**config.mk**
```make
export PLATFORM = sky130hd
export DESIGN_NAME = btcb_exec
export DESIGN_NICKNAME = d
export VERILOG_FILES = /design/src/hw/btcb_pkg.sv /design/src/hw/btcb_decode.sv /design/src/hw/btcb_exec.sv
export VERILOG_INCLUDE_DIRS = /design/src /design/src/hw
export SDC_FILE = /design/constraint.sdc
export NUM_CORES = 1
export LEC_CHECK = 0
export BUFFER_PORTS_ARGS = -buffer_cell sky130_fd_sc_hd__buf_2
export CELL_PAD_IN_SITES_DETAIL_PLACEMENT = 1
export CELL_PAD_IN_SITES_GLOBAL_PLACEMENT = 1
export CORE_MARGIN = 8
export CORE_UTILIZATION = 40
export CTS_CLUSTER_DIAMETER = 120
export DETAILED_ROUTE_END_ITERATION = 8
export PLACE_DENSITY_LB_ADDON = 0.1
export SYNTH_ARGS = -nofsm -noshare
export SYNTH_HDL_FRONTEND = slang
export SYNTH_SLANG_ARGS = --single-unit
export TNS_END_PERCENT = 5
```
**constraint.sdc**
```tcl
create_clock -name ref_clk -period 4.2 [get_ports ref_clk]
set_input_delay 0.84 -clock ref_clk [delete_from_list [all_inputs] [get_ports ref_clk]]
set_output_delay 0.84 -clock ref_clk [all_outputs]
set_load 0.005 [all_outputs]
```
**src/hw/btcb_regs.svh**
```systemverilog
/*
  Constants for the bit-test, compare and overflow-branch execution slice:
  opcode prefixes, field positions and addressing limits.
  Assumes inclusion by bare name from the design files.
*/
`ifndef BTCB_REGS_SVH
`define BTCB_REGS_SVH

// opcode prefixes, instr[15:12]
`define BTCB_OP_SKIP_CLR 4'hb
`define BTCB_OP_SKIP_SET 4'ha
`define BTCB_OP_BIT_INV 4'h7
`define BTCB_OP_GRP6 4'h6
`define BTCB_OP_GRP_E 4'he
// sub codes, instr[11:9] in group 6 and instr[11:8] in group e
`define BTCB_SUB_CMP_GT 3'h2
`define BTCB_SUB_CMP_LT 3'h0
`define BTCB_SUB_BOV 4'h4
// field positions
`define BTCB_OP_HI 15
`define BTCB_OP_LO 12
`define BTCB_BIT_HI 11
`define BTCB_BIT_LO 9
`define BTCB_ACC_BIT 8
`define BTCB_F_HI 7
`define BTCB_F_LO 0
// indexed literal offset window upper bound
`define BTCB_IDX_MAX 8'h5f
// program counter step of one word, in bytes
`define BTCB_PC_STEP 21'h000002
// nop cycles owed after a skip or a taken branch
`define BTCB_NOP_ONE 2'h1
`define BTCB_NOP_TWO 2'h2

`endif

```
**src/hw/btcb_pkg.sv**
```systemverilog
/*
  Types shared by the execution slice: the decoded operation, the four
  phase enum and the data-memory request carrier.
  Assumes nothing beyond a SystemVerilog compiler.
*/
package btcb_pkg;

  typedef enum logic [2:0] {
    BTCB_NONE,
    BTCB_SKIP_CLR,
    BTCB_SKIP_SET,
    BTCB_BIT_INV,
    BTCB_BOV,
    BTCB_CMP_GT,
    BTCB_CMP_LT
  } btcb_op_t;

  typedef enum logic [1:0] {
    BTCB_PH_Q1,
    BTCB_PH_Q2,
    BTCB_PH_Q3,
    BTCB_PH_Q4
  } btcb_phase_t;

  typedef struct packed {
    logic [11:0] addr;
    logic rd;
    logic wr;
    logic [7:0] wdata;
  } btcb_mem_req_t;

endpackage : btcb_pkg

```
**src/hw/btcb_decode.sv**
```systemverilog
/*
  Combinational decoder for one program word of the execution slice.
  Assumes the word is stable during the whole instruction cycle.
*/
`timescale 1ns/10ps
`include "btcb_regs.svh"

module btcb_decode (
  // instruction word
  input wire logic [15:0] instr,
  // decoded fields
  output btcb_pkg::btcb_op_t op,
  output logic [2:0] bit_idx,
  output logic acc,
  output logic [7:0] faddr
);

  logic [3:0] pre;

  assign pre = instr[`BTCB_OP_HI:`BTCB_OP_LO];
  assign bit_idx = instr[`BTCB_BIT_HI:`BTCB_BIT_LO];
  assign acc = instr[`BTCB_ACC_BIT];
  assign faddr = instr[`BTCB_F_HI:`BTCB_F_LO];

  always_comb
  begin
    op = btcb_pkg::BTCB_NONE;
    case (pre)
      `BTCB_OP_SKIP_CLR: op = btcb_pkg::BTCB_SKIP_CLR;
      `BTCB_OP_SKIP_SET: op = btcb_pkg::BTCB_SKIP_SET;
      `BTCB_OP_BIT_INV: op = btcb_pkg::BTCB_BIT_INV;
      `BTCB_OP_GRP6:
      begin
        if (instr[`BTCB_BIT_HI:`BTCB_BIT_LO] == `BTCB_SUB_CMP_GT)
          op = btcb_pkg::BTCB_CMP_GT;
        else if (instr[`BTCB_BIT_HI:`BTCB_BIT_LO] == `BTCB_SUB_CMP_LT)
          op = btcb_pkg::BTCB_CMP_LT;
      end
      `BTCB_OP_GRP_E:
      begin
        if (instr[`BTCB_BIT_HI:`BTCB_ACC_BIT] == `BTCB_SUB_BOV)
          op = btcb_pkg::BTCB_BOV;
      end
      default: op = btcb_pkg::BTCB_NONE;
    endcase
  end

endmodule : btcb_decode

```
**src/hw/btcb_exec.sv**
```systemverilog
/*
  Execution slice for bit test/skip, bit invert, overflow branch and
  unsigned compare/skip, stepping four phases per instruction cycle.
  Assumes a fetch unit that presents instr at phase Q1 with instr_valid,
  signals next_two_word for the prefetched word, and a data memory that
  returns mem_rdata combinationally by the phase after a read request.
*/
//
// Contract
// - skip-if-clear, prefix 1011, skips next word when the bit reads zero
// - skip-if-set, prefix 1010, skips next word when the bit reads one
// - on skip, the prefetched word is discarded and one nop cycle runs
// - skipping a two-word instruction costs two nop cycles, three total
// - access bit zero picks access bank, one uses bank select register
// - access zero, extended set on, address up to 5fh: indexed offset
// - bit invert, prefix 0111, flips the bit and writes it back
// - branch on overflow, 1110 0100 plus signed offset, only if flag set
// - taken branch target is branch address plus two plus twice offset
// - taken branch two cycles, not taken one cycle advancing the counter
// - compare greater, 0110 010a, unsigned, skips when file above working
// - compare less, 0110 000a, unsigned, skips when file below working
`timescale 1ns/10ps
`include "btcb_regs.svh"

module btcb_exec (
  // clock and reset
  input wire logic ref_clk,
  input wire logic rst_b,
  // instruction stream
  input wire logic [15:0] instr,
  input wire logic instr_valid,
  input wire logic next_two_word,
  input wire logic [20:0] pc_in,
  // core state
  input wire logic [7:0] working_reg,
  input wire logic [3:0] bank_select_reg,
  input wire logic [11:0] fsr2,
  input wire logic ovf_flag,
  input wire logic ext_set_en,
  // data memory
  input wire logic [7:0] mem_rdata,
  output btcb_pkg::btcb_mem_req_t mem_req,
  // program flow
  output logic [20:0] pc_out,
  output logic pc_load,
  output logic flush,
  output logic busy,
  output btcb_pkg::btcb_phase_t phase
);

  btcb_pkg::btcb_op_t dec_op;
  logic [2:0] dec_bit;
  logic dec_acc;
  logic [7:0] dec_f;

  btcb_decode u_dec (
    .instr(instr),
    .op(dec_op),
    .bit_idx(dec_bit),
    .acc(dec_acc),
    .faddr(dec_f)
  );

  btcb_pkg::btcb_phase_t ph_q;
  btcb_pkg::btcb_op_t op_q;
  logic [2:0] bit_q;
  logic [11:0] ea_q;
  logic [11:0] ea_d;
  logic [7:0] off_q;
  logic [20:0] pc_q;
  logic [7:0] data_q;
  logic [7:0] opnd;
  logic [1:0] nop_q;
  logic [1:0] nop_d;
  logic busy_q;
  logic two_q;
  logic cond;
  btcb_pkg::btcb_mem_req_t req_q;
  logic [20:0] pcout_q;
  logic pcld_q;
  logic flush_q;

  // phase counter runs free so the nop cycles keep the same cadence
  always_ff @(posedge ref_clk)
  begin
    if (!rst_b)
      ph_q <= btcb_pkg::BTCB_PH_Q1;
    else
    begin
      case (ph_q)
        btcb_pkg::BTCB_PH_Q1: ph_q <= btcb_pkg::BTCB_PH_Q2;
        btcb_pkg::BTCB_PH_Q2: ph_q <= btcb_pkg::BTCB_PH_Q3;
        btcb_pkg::BTCB_PH_Q3: ph_q <= btcb_pkg::BTCB_PH_Q4;
        btcb_pkg::BTCB_PH_Q4: ph_q <= btcb_pkg::BTCB_PH_Q1;
        default: ph_q <= btcb_pkg::BTCB_PH_Q1;
      endcase
    end
  end

  // effective address of the file operand
  always_comb
  begin
    ea_d = {bank_select_reg, dec_f};
    if (!dec_acc)
    begin
      if (ext_set_en && dec_f <= `BTCB_IDX_MAX)
        ea_d = 12'(fsr2 + {4'h0, dec_f});
      else if (dec_f <= `BTCB_IDX_MAX)
        ea_d = {4'h0, dec_f};
      else
        ea_d = {4'hf, dec_f};
    end
  end

  // q1 decode; a new word is accepted only when no nop cycle is pending
  always_ff @(posedge ref_clk)
  begin
    if (!rst_b)
    begin
      op_q <= btcb_pkg::BTCB_NONE;
      bit_q <= 3'h0;
      ea_q <= 12'h000;
      off_q <= 8'h00;
      pc_q <= 21'h000000;
      two_q <= 1'b0;
    end
    else if (ph_q == btcb_pkg::BTCB_PH_Q1)
    begin
      if (instr_valid && nop_q == 2'h0)
        op_q <= dec_op;
      else
        op_q <= btcb_pkg::BTCB_NONE;
      bit_q <= dec_bit;
      ea_q <= ea_d;
      off_q <= dec_f;
      pc_q <= pc_in;
      two_q <= next_two_word;
    end
  end

  // q2 read; the branch reads its literal, not memory
  always_ff @(posedge ref_clk)
  begin
    if (!rst_b)
      data_q <= 8'h00;
    else if (ph_q == btcb_pkg::BTCB_PH_Q3)
      data_q <= mem_rdata;
  end

  // in q3 the operand is still on the memory bus; data_q holds it only from q4
  assign opnd = (ph_q == btcb_pkg::BTCB_PH_Q3) ? mem_rdata : data_q;

  // q3 process: decide skip or branch
  always_comb
  begin
    cond = 1'b0;
    case (op_q)
      btcb_pkg::BTCB_SKIP_CLR: cond = ~opnd[bit_q];
      btcb_pkg::BTCB_SKIP_SET: cond = opnd[bit_q];
      btcb_pkg::BTCB_CMP_GT: cond = opnd > working_reg;
      btcb_pkg::BTCB_CMP_LT: cond = opnd < working_reg;
      btcb_pkg::BTCB_BOV: cond = ovf_flag;
      default: cond = 1'b0;
    endcase
  end

  // nop cycles pending after a skip or taken branch
  always_comb
  begin
    nop_d = nop_q;
    if (ph_q == btcb_pkg::BTCB_PH_Q4)
    begin
      if (cond && op_q == btcb_pkg::BTCB_BOV)
        nop_d = `BTCB_NOP_ONE;
      else if (cond && op_q != btcb_pkg::BTCB_BIT_INV && op_q != btcb_pkg::BTCB_NONE)
        nop_d = two_q ? `BTCB_NOP_TWO : `BTCB_NOP_ONE;
      else if (nop_q != 2'h0)
        nop_d = nop_q - `BTCB_NOP_ONE;
    end
  end

  // busy comes from the next count so the output is a plain flop
  always_ff @(posedge ref_clk)
  begin
    if (!rst_b)
    begin
      nop_q <= 2'h0;
      busy_q <= 1'b0;
    end
    else
    begin
      nop_q <= nop_d;
      busy_q <= nop_d != 2'h0;
    end
  end

  // memory port: read in q2, write back in q4 only for bit invert
  always_ff @(posedge ref_clk)
  begin
    if (!rst_b)
      req_q <= '0;
    else
    begin
      // the read leaves in q2, before ea_q has caught up with the new word
      req_q.addr <= (ph_q == btcb_pkg::BTCB_PH_Q1) ? ea_d : ea_q;
      req_q.rd <= ph_q == btcb_pkg::BTCB_PH_Q1 && instr_valid && nop_q == 2'h0
                  && dec_op != btcb_pkg::BTCB_BOV && dec_op != btcb_pkg::BTCB_NONE;
      // compares and tests never write, so operands stay intact
      req_q.wr <= ph_q == btcb_pkg::BTCB_PH_Q3 && op_q == btcb_pkg::BTCB_BIT_INV;
      req_q.wdata <= opnd ^ (8'h01 << bit_q);
    end
  end

  // program counter write on a taken branch, in q4
  always_ff @(posedge ref_clk)
  begin
    if (!rst_b)
    begin
      pcout_q <= 21'h000000;
      pcld_q <= 1'b0;
    end
    else
    begin
      pcld_q <= ph_q == btcb_pkg::BTCB_PH_Q3 && op_q == btcb_pkg::BTCB_BOV && cond;
      // offset sign-extended and doubled; wraps in the 21-bit space
      pcout_q <= 21'(pc_q + `BTCB_PC_STEP + {{12{off_q[7]}}, off_q, 1'b0});
    end
  end

  // discard of the prefetched word is signalled through the last q4
  always_ff @(posedge ref_clk)
  begin
    if (!rst_b)
      flush_q <= 1'b0;
    else
      flush_q <= ph_q == btcb_pkg::BTCB_PH_Q3 && cond;
  end

  assign mem_req = req_q;
  assign pc_out = pcout_q;
  assign pc_load = pcld_q;
  assign flush = flush_q;
  assign busy = busy_q;
  assign phase = ph_q;

endmodule : btcb_exec

```
[Yosys cells after proc, flatten, opt, wreduce, memory -nomap -nowiden]
Index checks and enable logic that the tools add are counted.
Storage, ports and cells
  bits in registers: 94
  bits of input ports: 75
  output and inout bits: 48
  logic and storage cells: 84
Cells by class
  add/subtract/negate cells: 4
  order comparisons: 4
  equal/unequal tests: 18
  shift-type cells: 1
  multiplexer cells: 19
  bitwise gates (word level): 2
  reduce and logical (&&, ||, !) cells: 20
Operators by type and width (count)
  12-bit 2-to-1 mux: 4
  21-bit by 2-bit adder with 21-bit output (second input constant): 1
  21-bit adder: 1
  3-bit case mux with 5 select lines: 1
  1-bit logical AND: 13
  12-bit by 8-bit adder with 12-bit output: 1
  4-bit by 3-bit equality test with 1-bit output (second input constant): 3
  4-bit equality test (second input constant): 3
  3-bit 2-to-1 mux: 4
  2-bit 2-to-1 mux: 5
  3-bit by 2-bit equality test with 1-bit output (second input constant): 3
  3-bit equality test (second input constant): 3
  8-bit > comparator: 1
  8-bit by 7-bit <= comparator with 1-bit output (second input constant): 1
  8-bit less-than comparator: 1
  8-bit 2-to-1 mux: 1
  2-bit case mux with 4 select lines: 1
  1-bit by 3-bit left shift with 8-bit output (first input constant): 1
  8-bit bitwise XOR: 1
  3-bit nonzero test: 2
  1-bit case mux with 5 select lines: 1
  2-bit equality test (second input constant): 2
  2-bit zero test: 2
  3-bit by 4-bit less-than comparator with 1-bit output (second input constant): 1
  10 further kinds: 11

[Depth between registers and ports, before layout]
  depth after elaboration: 12
  mapped depth: 15
  mapped depth without buffers: 13

[By module]
Synthesis repeated with hierarchy kept, for this count alone.
Unflattened totals
  cell total of the unflattened synthesis: 571
  area, all modules: 5250.0 um2
By module, submodules not included
  btcb_exec: times used 1, cells each 548, area an instance 5054.8 um2, seq. area each 1881.8 um2
  btcb_decode: times used 1, cells each 23, area an instance 195.2 um2, seq. area each 0.0 um2

[Worst setup path after synthesis]
OpenSTA, ideal clock, no wires.
  kind: register to register
  start: reg ph_q[0], in the netlist phase[0]
  end: reg busy_q, in the netlist busy
  library setup time: 122 ps
  data arrival time: 3004 ps
  data required time: 4078 ps
  slack: 1074 ps
  cell stages (with the launch flop): 16
  path buffers: 2
  clock period less this slack: 3126 ps
  cells stage by stage: dfxtp_1 inv_1 ha_1 buf_6 clkbuf_1 mux2i_1 inv_1 ha_1 nor2b_1 o211ai_1 a21o_1 and4_1 o31ai_1 and2_4 o31a_1 nand3b_1
Between the ends
  longest elaborated chain between the ends: 12
  elaborated cells on any way between the ends: 16
  classes of those cells: order compare (2); eq/ne (2); mux (7); bitwise (1); reduce/logical (4)
Ends and longest elaborated chain
  start, declared: RTL line btcb_exec.sv:64  | btcb_pkg::btcb_phase_t ph_q;
  start signal, assigned: RTL line btcb_exec.sv:87  | ph_q <= btcb_pkg::BTCB_PH_Q1;
  start signal, assigned: RTL line btcb_exec.sv:91  | btcb_pkg::BTCB_PH_Q1: ph_q <= btcb_pkg::BTCB_PH_Q2;
  start signal, assigned: RTL line btcb_exec.sv:92  | btcb_pkg::BTCB_PH_Q2: ph_q <= btcb_pkg::BTCB_PH_Q3;
  2-bit equality test *: RTL line btcb_exec.sv:151  | assign opnd = (ph_q == btcb_pkg::BTCB_PH_Q3) ? mem_rdata : data_q;
  8-bit 2-to-1 mux *
  net opnd[1]: RTL line btcb_exec.sv:72  | logic [7:0] opnd;
  parallel branches: the longest is 3 deep, another holds 8-bit less-than comparator
  1-bit case mux with 5 select lines *: RTL line btcb_exec.sv:157  | case (op_q)
  1-bit logical AND (2 in series): RTL line btcb_exec.sv:175  | else if (cond && op_q != btcb_pkg::BTCB_BIT_INV && op_q != btcb_pkg::BTCB_NONE)
  2-bit 2-to-1 mux: RTL line btcb_exec.sv:175
  2-bit 2-to-1 mux *: RTL line btcb_exec.sv:173  | if (cond && op_q == btcb_pkg::BTCB_BOV)
  2-bit 2-to-1 mux *: RTL line btcb_exec.sv:171  | if (ph_q == btcb_pkg::BTCB_PH_Q4)
  2-bit nonzero test *: RTL line btcb_exec.sv:193  | busy_q <= nop_d != 2'h0;
  end signal, assigned: RTL line btcb_exec.sv:188  | busy_q <= 1'b0;
  end signal, assigned: RTL line btcb_exec.sv:193
  end, declared: RTL line btcb_exec.sv:75  | logic busy_q;
Mark *: on every way through the listed nets, which the timed path passes. The select of a mux whose other input is x is not followed.
A chain may end at the register's enable or synchronous reset.

[Worst setup path in the final report]
Ends and elaborated chain as after synthesis.

==> out/qor.yml <==
synth:
  postSynthRegisterBits: 94
  yosys.area.top_type_share: 0.367
  muxShareOfSynthArea: 0.104
  ys_warn_count: 0
  synth_simple_gate_area_frac: 0.155
  synth.top_cells.by_area: "dfxtp_1, ha_1, mux2i_1"
  synthesis.nets: 700
  synth-seq-area-share: 0.367
  synthArstFlopShare: 0
  ys_dominant_reg_cell: "dfxtp_1"
  synth_edf_count: 0
  netlist_area_sq_um: 5130
  synthXorXnorAreaFrac: 0.0563
  synth.largest_area_cell: "dfxtp_1"
  synth-compound-area-share: 0.126
  post_synth_inst_count: 566
  netlist-cell-type-count: 53
  post_synthesis_share_of_cell_area_spent_on_full_adders_half_adders_and_majority_gates: 0.147
  dominant_combinational_cell_family_by_area_after_synthesis: "simple AND/OR/NAND/NOR gates"
  avgSynthCellArea_sq_um: 9.07
sta:
  setup_total_negative_slack_ns: 0
  worst_hold_slack_ns: 0.462
  worst_pin_slew_ns: 0.891
  final_hold_viol_count: 0
  rsz0062_at_grt: "false"
  timing.final.ws_setup_ns: 0.795
  final.setup_skew_ns: 0.00514
  finalMaxSlewViolations: 0
  setup_viol_count_final: 0
  finalCriticalPeriod_ns: 3.40
  achievable-frequency_mhz: 294
  timing.final.crit_share: 0.811
  slew-limit-headroom: 0.405
placement:
  place.port_buffers: 122
  routabilityCongestion: 0.868
  detailed_place_hpwl_microns: 11300
  place_ws_ns: 0.808
power:
  sequentialPowerShare: 0.380
  power.ir.vdd_worst_v: 0.000222
  switchingPower_mw: 1.05
  power.clock.fraction: 0.259
  internal_power_mw: 2.07
  powerDensity_nw_per_um2: 505
  power.combinational.fraction: 0.361
  total_power_mw: 3.12
  power.switching_fraction: 0.337
  leakagePower_nw: 3.06
setup_path:
  slack_of_the_worst_reg_to_reg_path_ns: 0.80
  startpoint_type: "flip-flop"
  worst-endpoint-required_ns: 4.43
  cpPeakStageDelay_ns: 0.55
  largest_fanout_of_any_net_on_the_critical_path: 11
  critical_path_arrival_ns: 3.63
  cp_num_buf_inv: 3
  critical_path_cell_count: 13
  timing_worst_setup_path_type: "reg -> reg"
  worstRegToRegCells: 13
  reg2reg_from: "phase[0]$_SDFF_PN0_"
  worst_setup_path_end_kind: "flip-flop"
  cp_top_family: "adder cells"
  regToRegEndpoint: "busy$_SDFF_PN0_"
  critical_path.cell_chain: "inv_1 -> ha_1 -> buf_4 -> mux2i_1 -> inv_1 -> ha_1 -> o211ai_1 -> a21o_1 -> and4_1 -> o31ai_1 -> and2_4 -> o31a_1 -> nand3b_1"
  crit_path_top_delay_cell: "ha_1"
cts:
  cts_hold_buf: 0
  cts_buffer_depth: 2
  htree_num_levels: 3
  tritoncts: "done"
  cts-buffers-inserted: 9
  worst_skew_pair.late_latency_ns: 0.34
  cell_at_the_root_of_the_clock_tree: "clkbuf_16"
  numClockSinks: 94
  post-cts-setup-buffer-count: 0
  reg_clk_slew_reported_paths_ns: 0.06
  cts-resized-gates: 0
final_layout:
  post_route_cells_drive_above_1_share: 0.223
  layout_commonest_cell: "buf_2"
  finalNetCount: 813
  area.growth.synth_to_final_pct: 20.4
  post-route-util: 0.492
  n_antenna_cell: 0
  most_frequent_cells_in_the_layout: "buf_2, nor2_1, dfxtp_1"
route:
  detail_route.first_pass.iterations: 4
  vias_per_cell: 5.13
  route.final.wire_length_microns: 14100
  dr_total_vias: 4386
  ant_nets: 0
  drt_iter0_drcs: 142
  remaining_drc_errors: 0
  avg_wl_per_cell_microns: 16.5
worst_hold_path:
  worst_min_path_class: "reg -> reg"
  hold_depth: 1
  hold_path_end: "pc_out[0]$_SDFF_PN0_"
  hold_start: "pc_q[0]$_SDFFE_PN0N_"
job:
  maximum_capacitance_violations: 0
floorplan:
  design.portCount: 123
  coreArea_sq_um: 12600
  dieHeight_microns: 129
  initial_core_util: 0.408
  die_x_microns: 129
  floorplan.die_area_sq_um: 16700
  row_count: 41
grt:
  grt_pass1_wl_microns: 22900
  global_route.usage.total: 0.171
  grt_max_degree: 53
  grt_pass1_vias: 4741
  grt_antenna_before_repair: 0
  grt_overflow: 0
outcome:
  status: "completed"
[worst register-to-register path, stage by stage (launching register included)]
cell      delay [ns]
dfxtp_1         0.32
inv_1           0.10
ha_1            0.55
buf_4           0.25
mux2i_1         0.32
inv_1           0.10
ha_1            0.31
o211ai_1        0.08
a21o_1          0.17
and4_1          0.18
o31ai_1         0.41
and2_4          0.25
o31a_1          0.17
nand3b_1        0.08
[cells by family (layout without fill, tap and decap cells)]
family	count (synthesis)	count (layout)
AO/OA/AOI/OAI	97	97
multiplexers	47	47
flip-flops	94	94
buffers and inverters	60	177
adder cells (fa/ha/maj)	59	59
AND/OR/NAND/NOR	176	176
XOR/XNOR	33	33
[area by class of cell]
cell class              instances  area (sq um)
multi-input cells             412          3020
repair buffers                125           633
flip-flops and latches         94          1880
clock inverters                 4          47.5
fillers                      1484          6390
clock buffers                  11           243
well taps                     172           215
inverters                      37           139
[synth_stat cells, types with 4 or more instances]
cell and n:
xor2_1 11, nand2_1 28, nor3_1 5, clkbuf_1 17
dfxtp_1 94, a221oi_1 5, o21bai_1 6, and2_1 8
ha_1 57, mux2i_1 42, mux4_2 5, a311oi_1 4
xnor2_1 22, o21ai_0 20, nor2b_1 5, nand3b_1 5
inv_1 37, nor2_1 97, nand4_1 4, buf_1 5
a21oi_1 28, a21o_1 5, nand3_1 7
[worst max-delay path by stage]
stage	from	to	slack [ns]
3_5_place_dp	phase[0]$_SDFF_PN0_	busy$_SDFF_PN0_	0.81
6_report	phase[0]$_SDFF_PN0_	busy$_SDFF_PN0_	0.80
3_3_place_gp	phase[0]$_SDFF_PN0_	busy$_SDFF_PN0_	0.91
4_1_cts	phase[0]$_SDFF_PN0_	busy$_SDFF_PN0_	0.80
2_1_floorplan	phase[0]$_SDFF_PN0_	busy$_SDFF_PN0_	1.07
5_1_grt	phase[0]$_SDFF_PN0_	busy$_SDFF_PN0_	0.55
[routing by layer]
| layer | up-vias | track usage | part of all wire |
|---|---|---|---|
| met5 | - | 0 | 0 |
| met4 | 0 | 0.0477 | 0.011 |
| met3 | 14 | 0.0444 | 0.051 |
| met2 | 87 | 0.302 | 0.49 |
| met1 | 2095 | 0.200 | 0.44 |
| li1 | 2190 | - | - |
[power groups by stage]
stage | clock [mW] | sequential (mW) | combinational, mW
after detailed placement | 0 | 1.21 | 1.14
final | 0.808 | 1.19 | 1.13
after floorplan | 0 | 1.18 | 0.793
after CTS | 0.836 | 1.19 | 1.15
after global routing | 0.872 | 1.21 | 1.27
after global placement | 0 | 1.20 | 1.11
[registers in the layout (all words and copies together), names as in the netlist]
register  count
mem_req      22
pc_out       21
pc_q         21
data_q        8
off_q         8
bit_q         3
op_q          3
nop_q         2
phase         2
busy          1
flush         1
pc_load       1
two_q         1
[per-stage QoR]
step                      cells  cell area (sq um)
final                       855               6180
after global routing        855               6180
after CTS                   855               6180
after detailed placement    840               5890
after global placement      840               5890
after floorplan             566               5130
No activity file was read; power rests on OpenSTA's default activity.
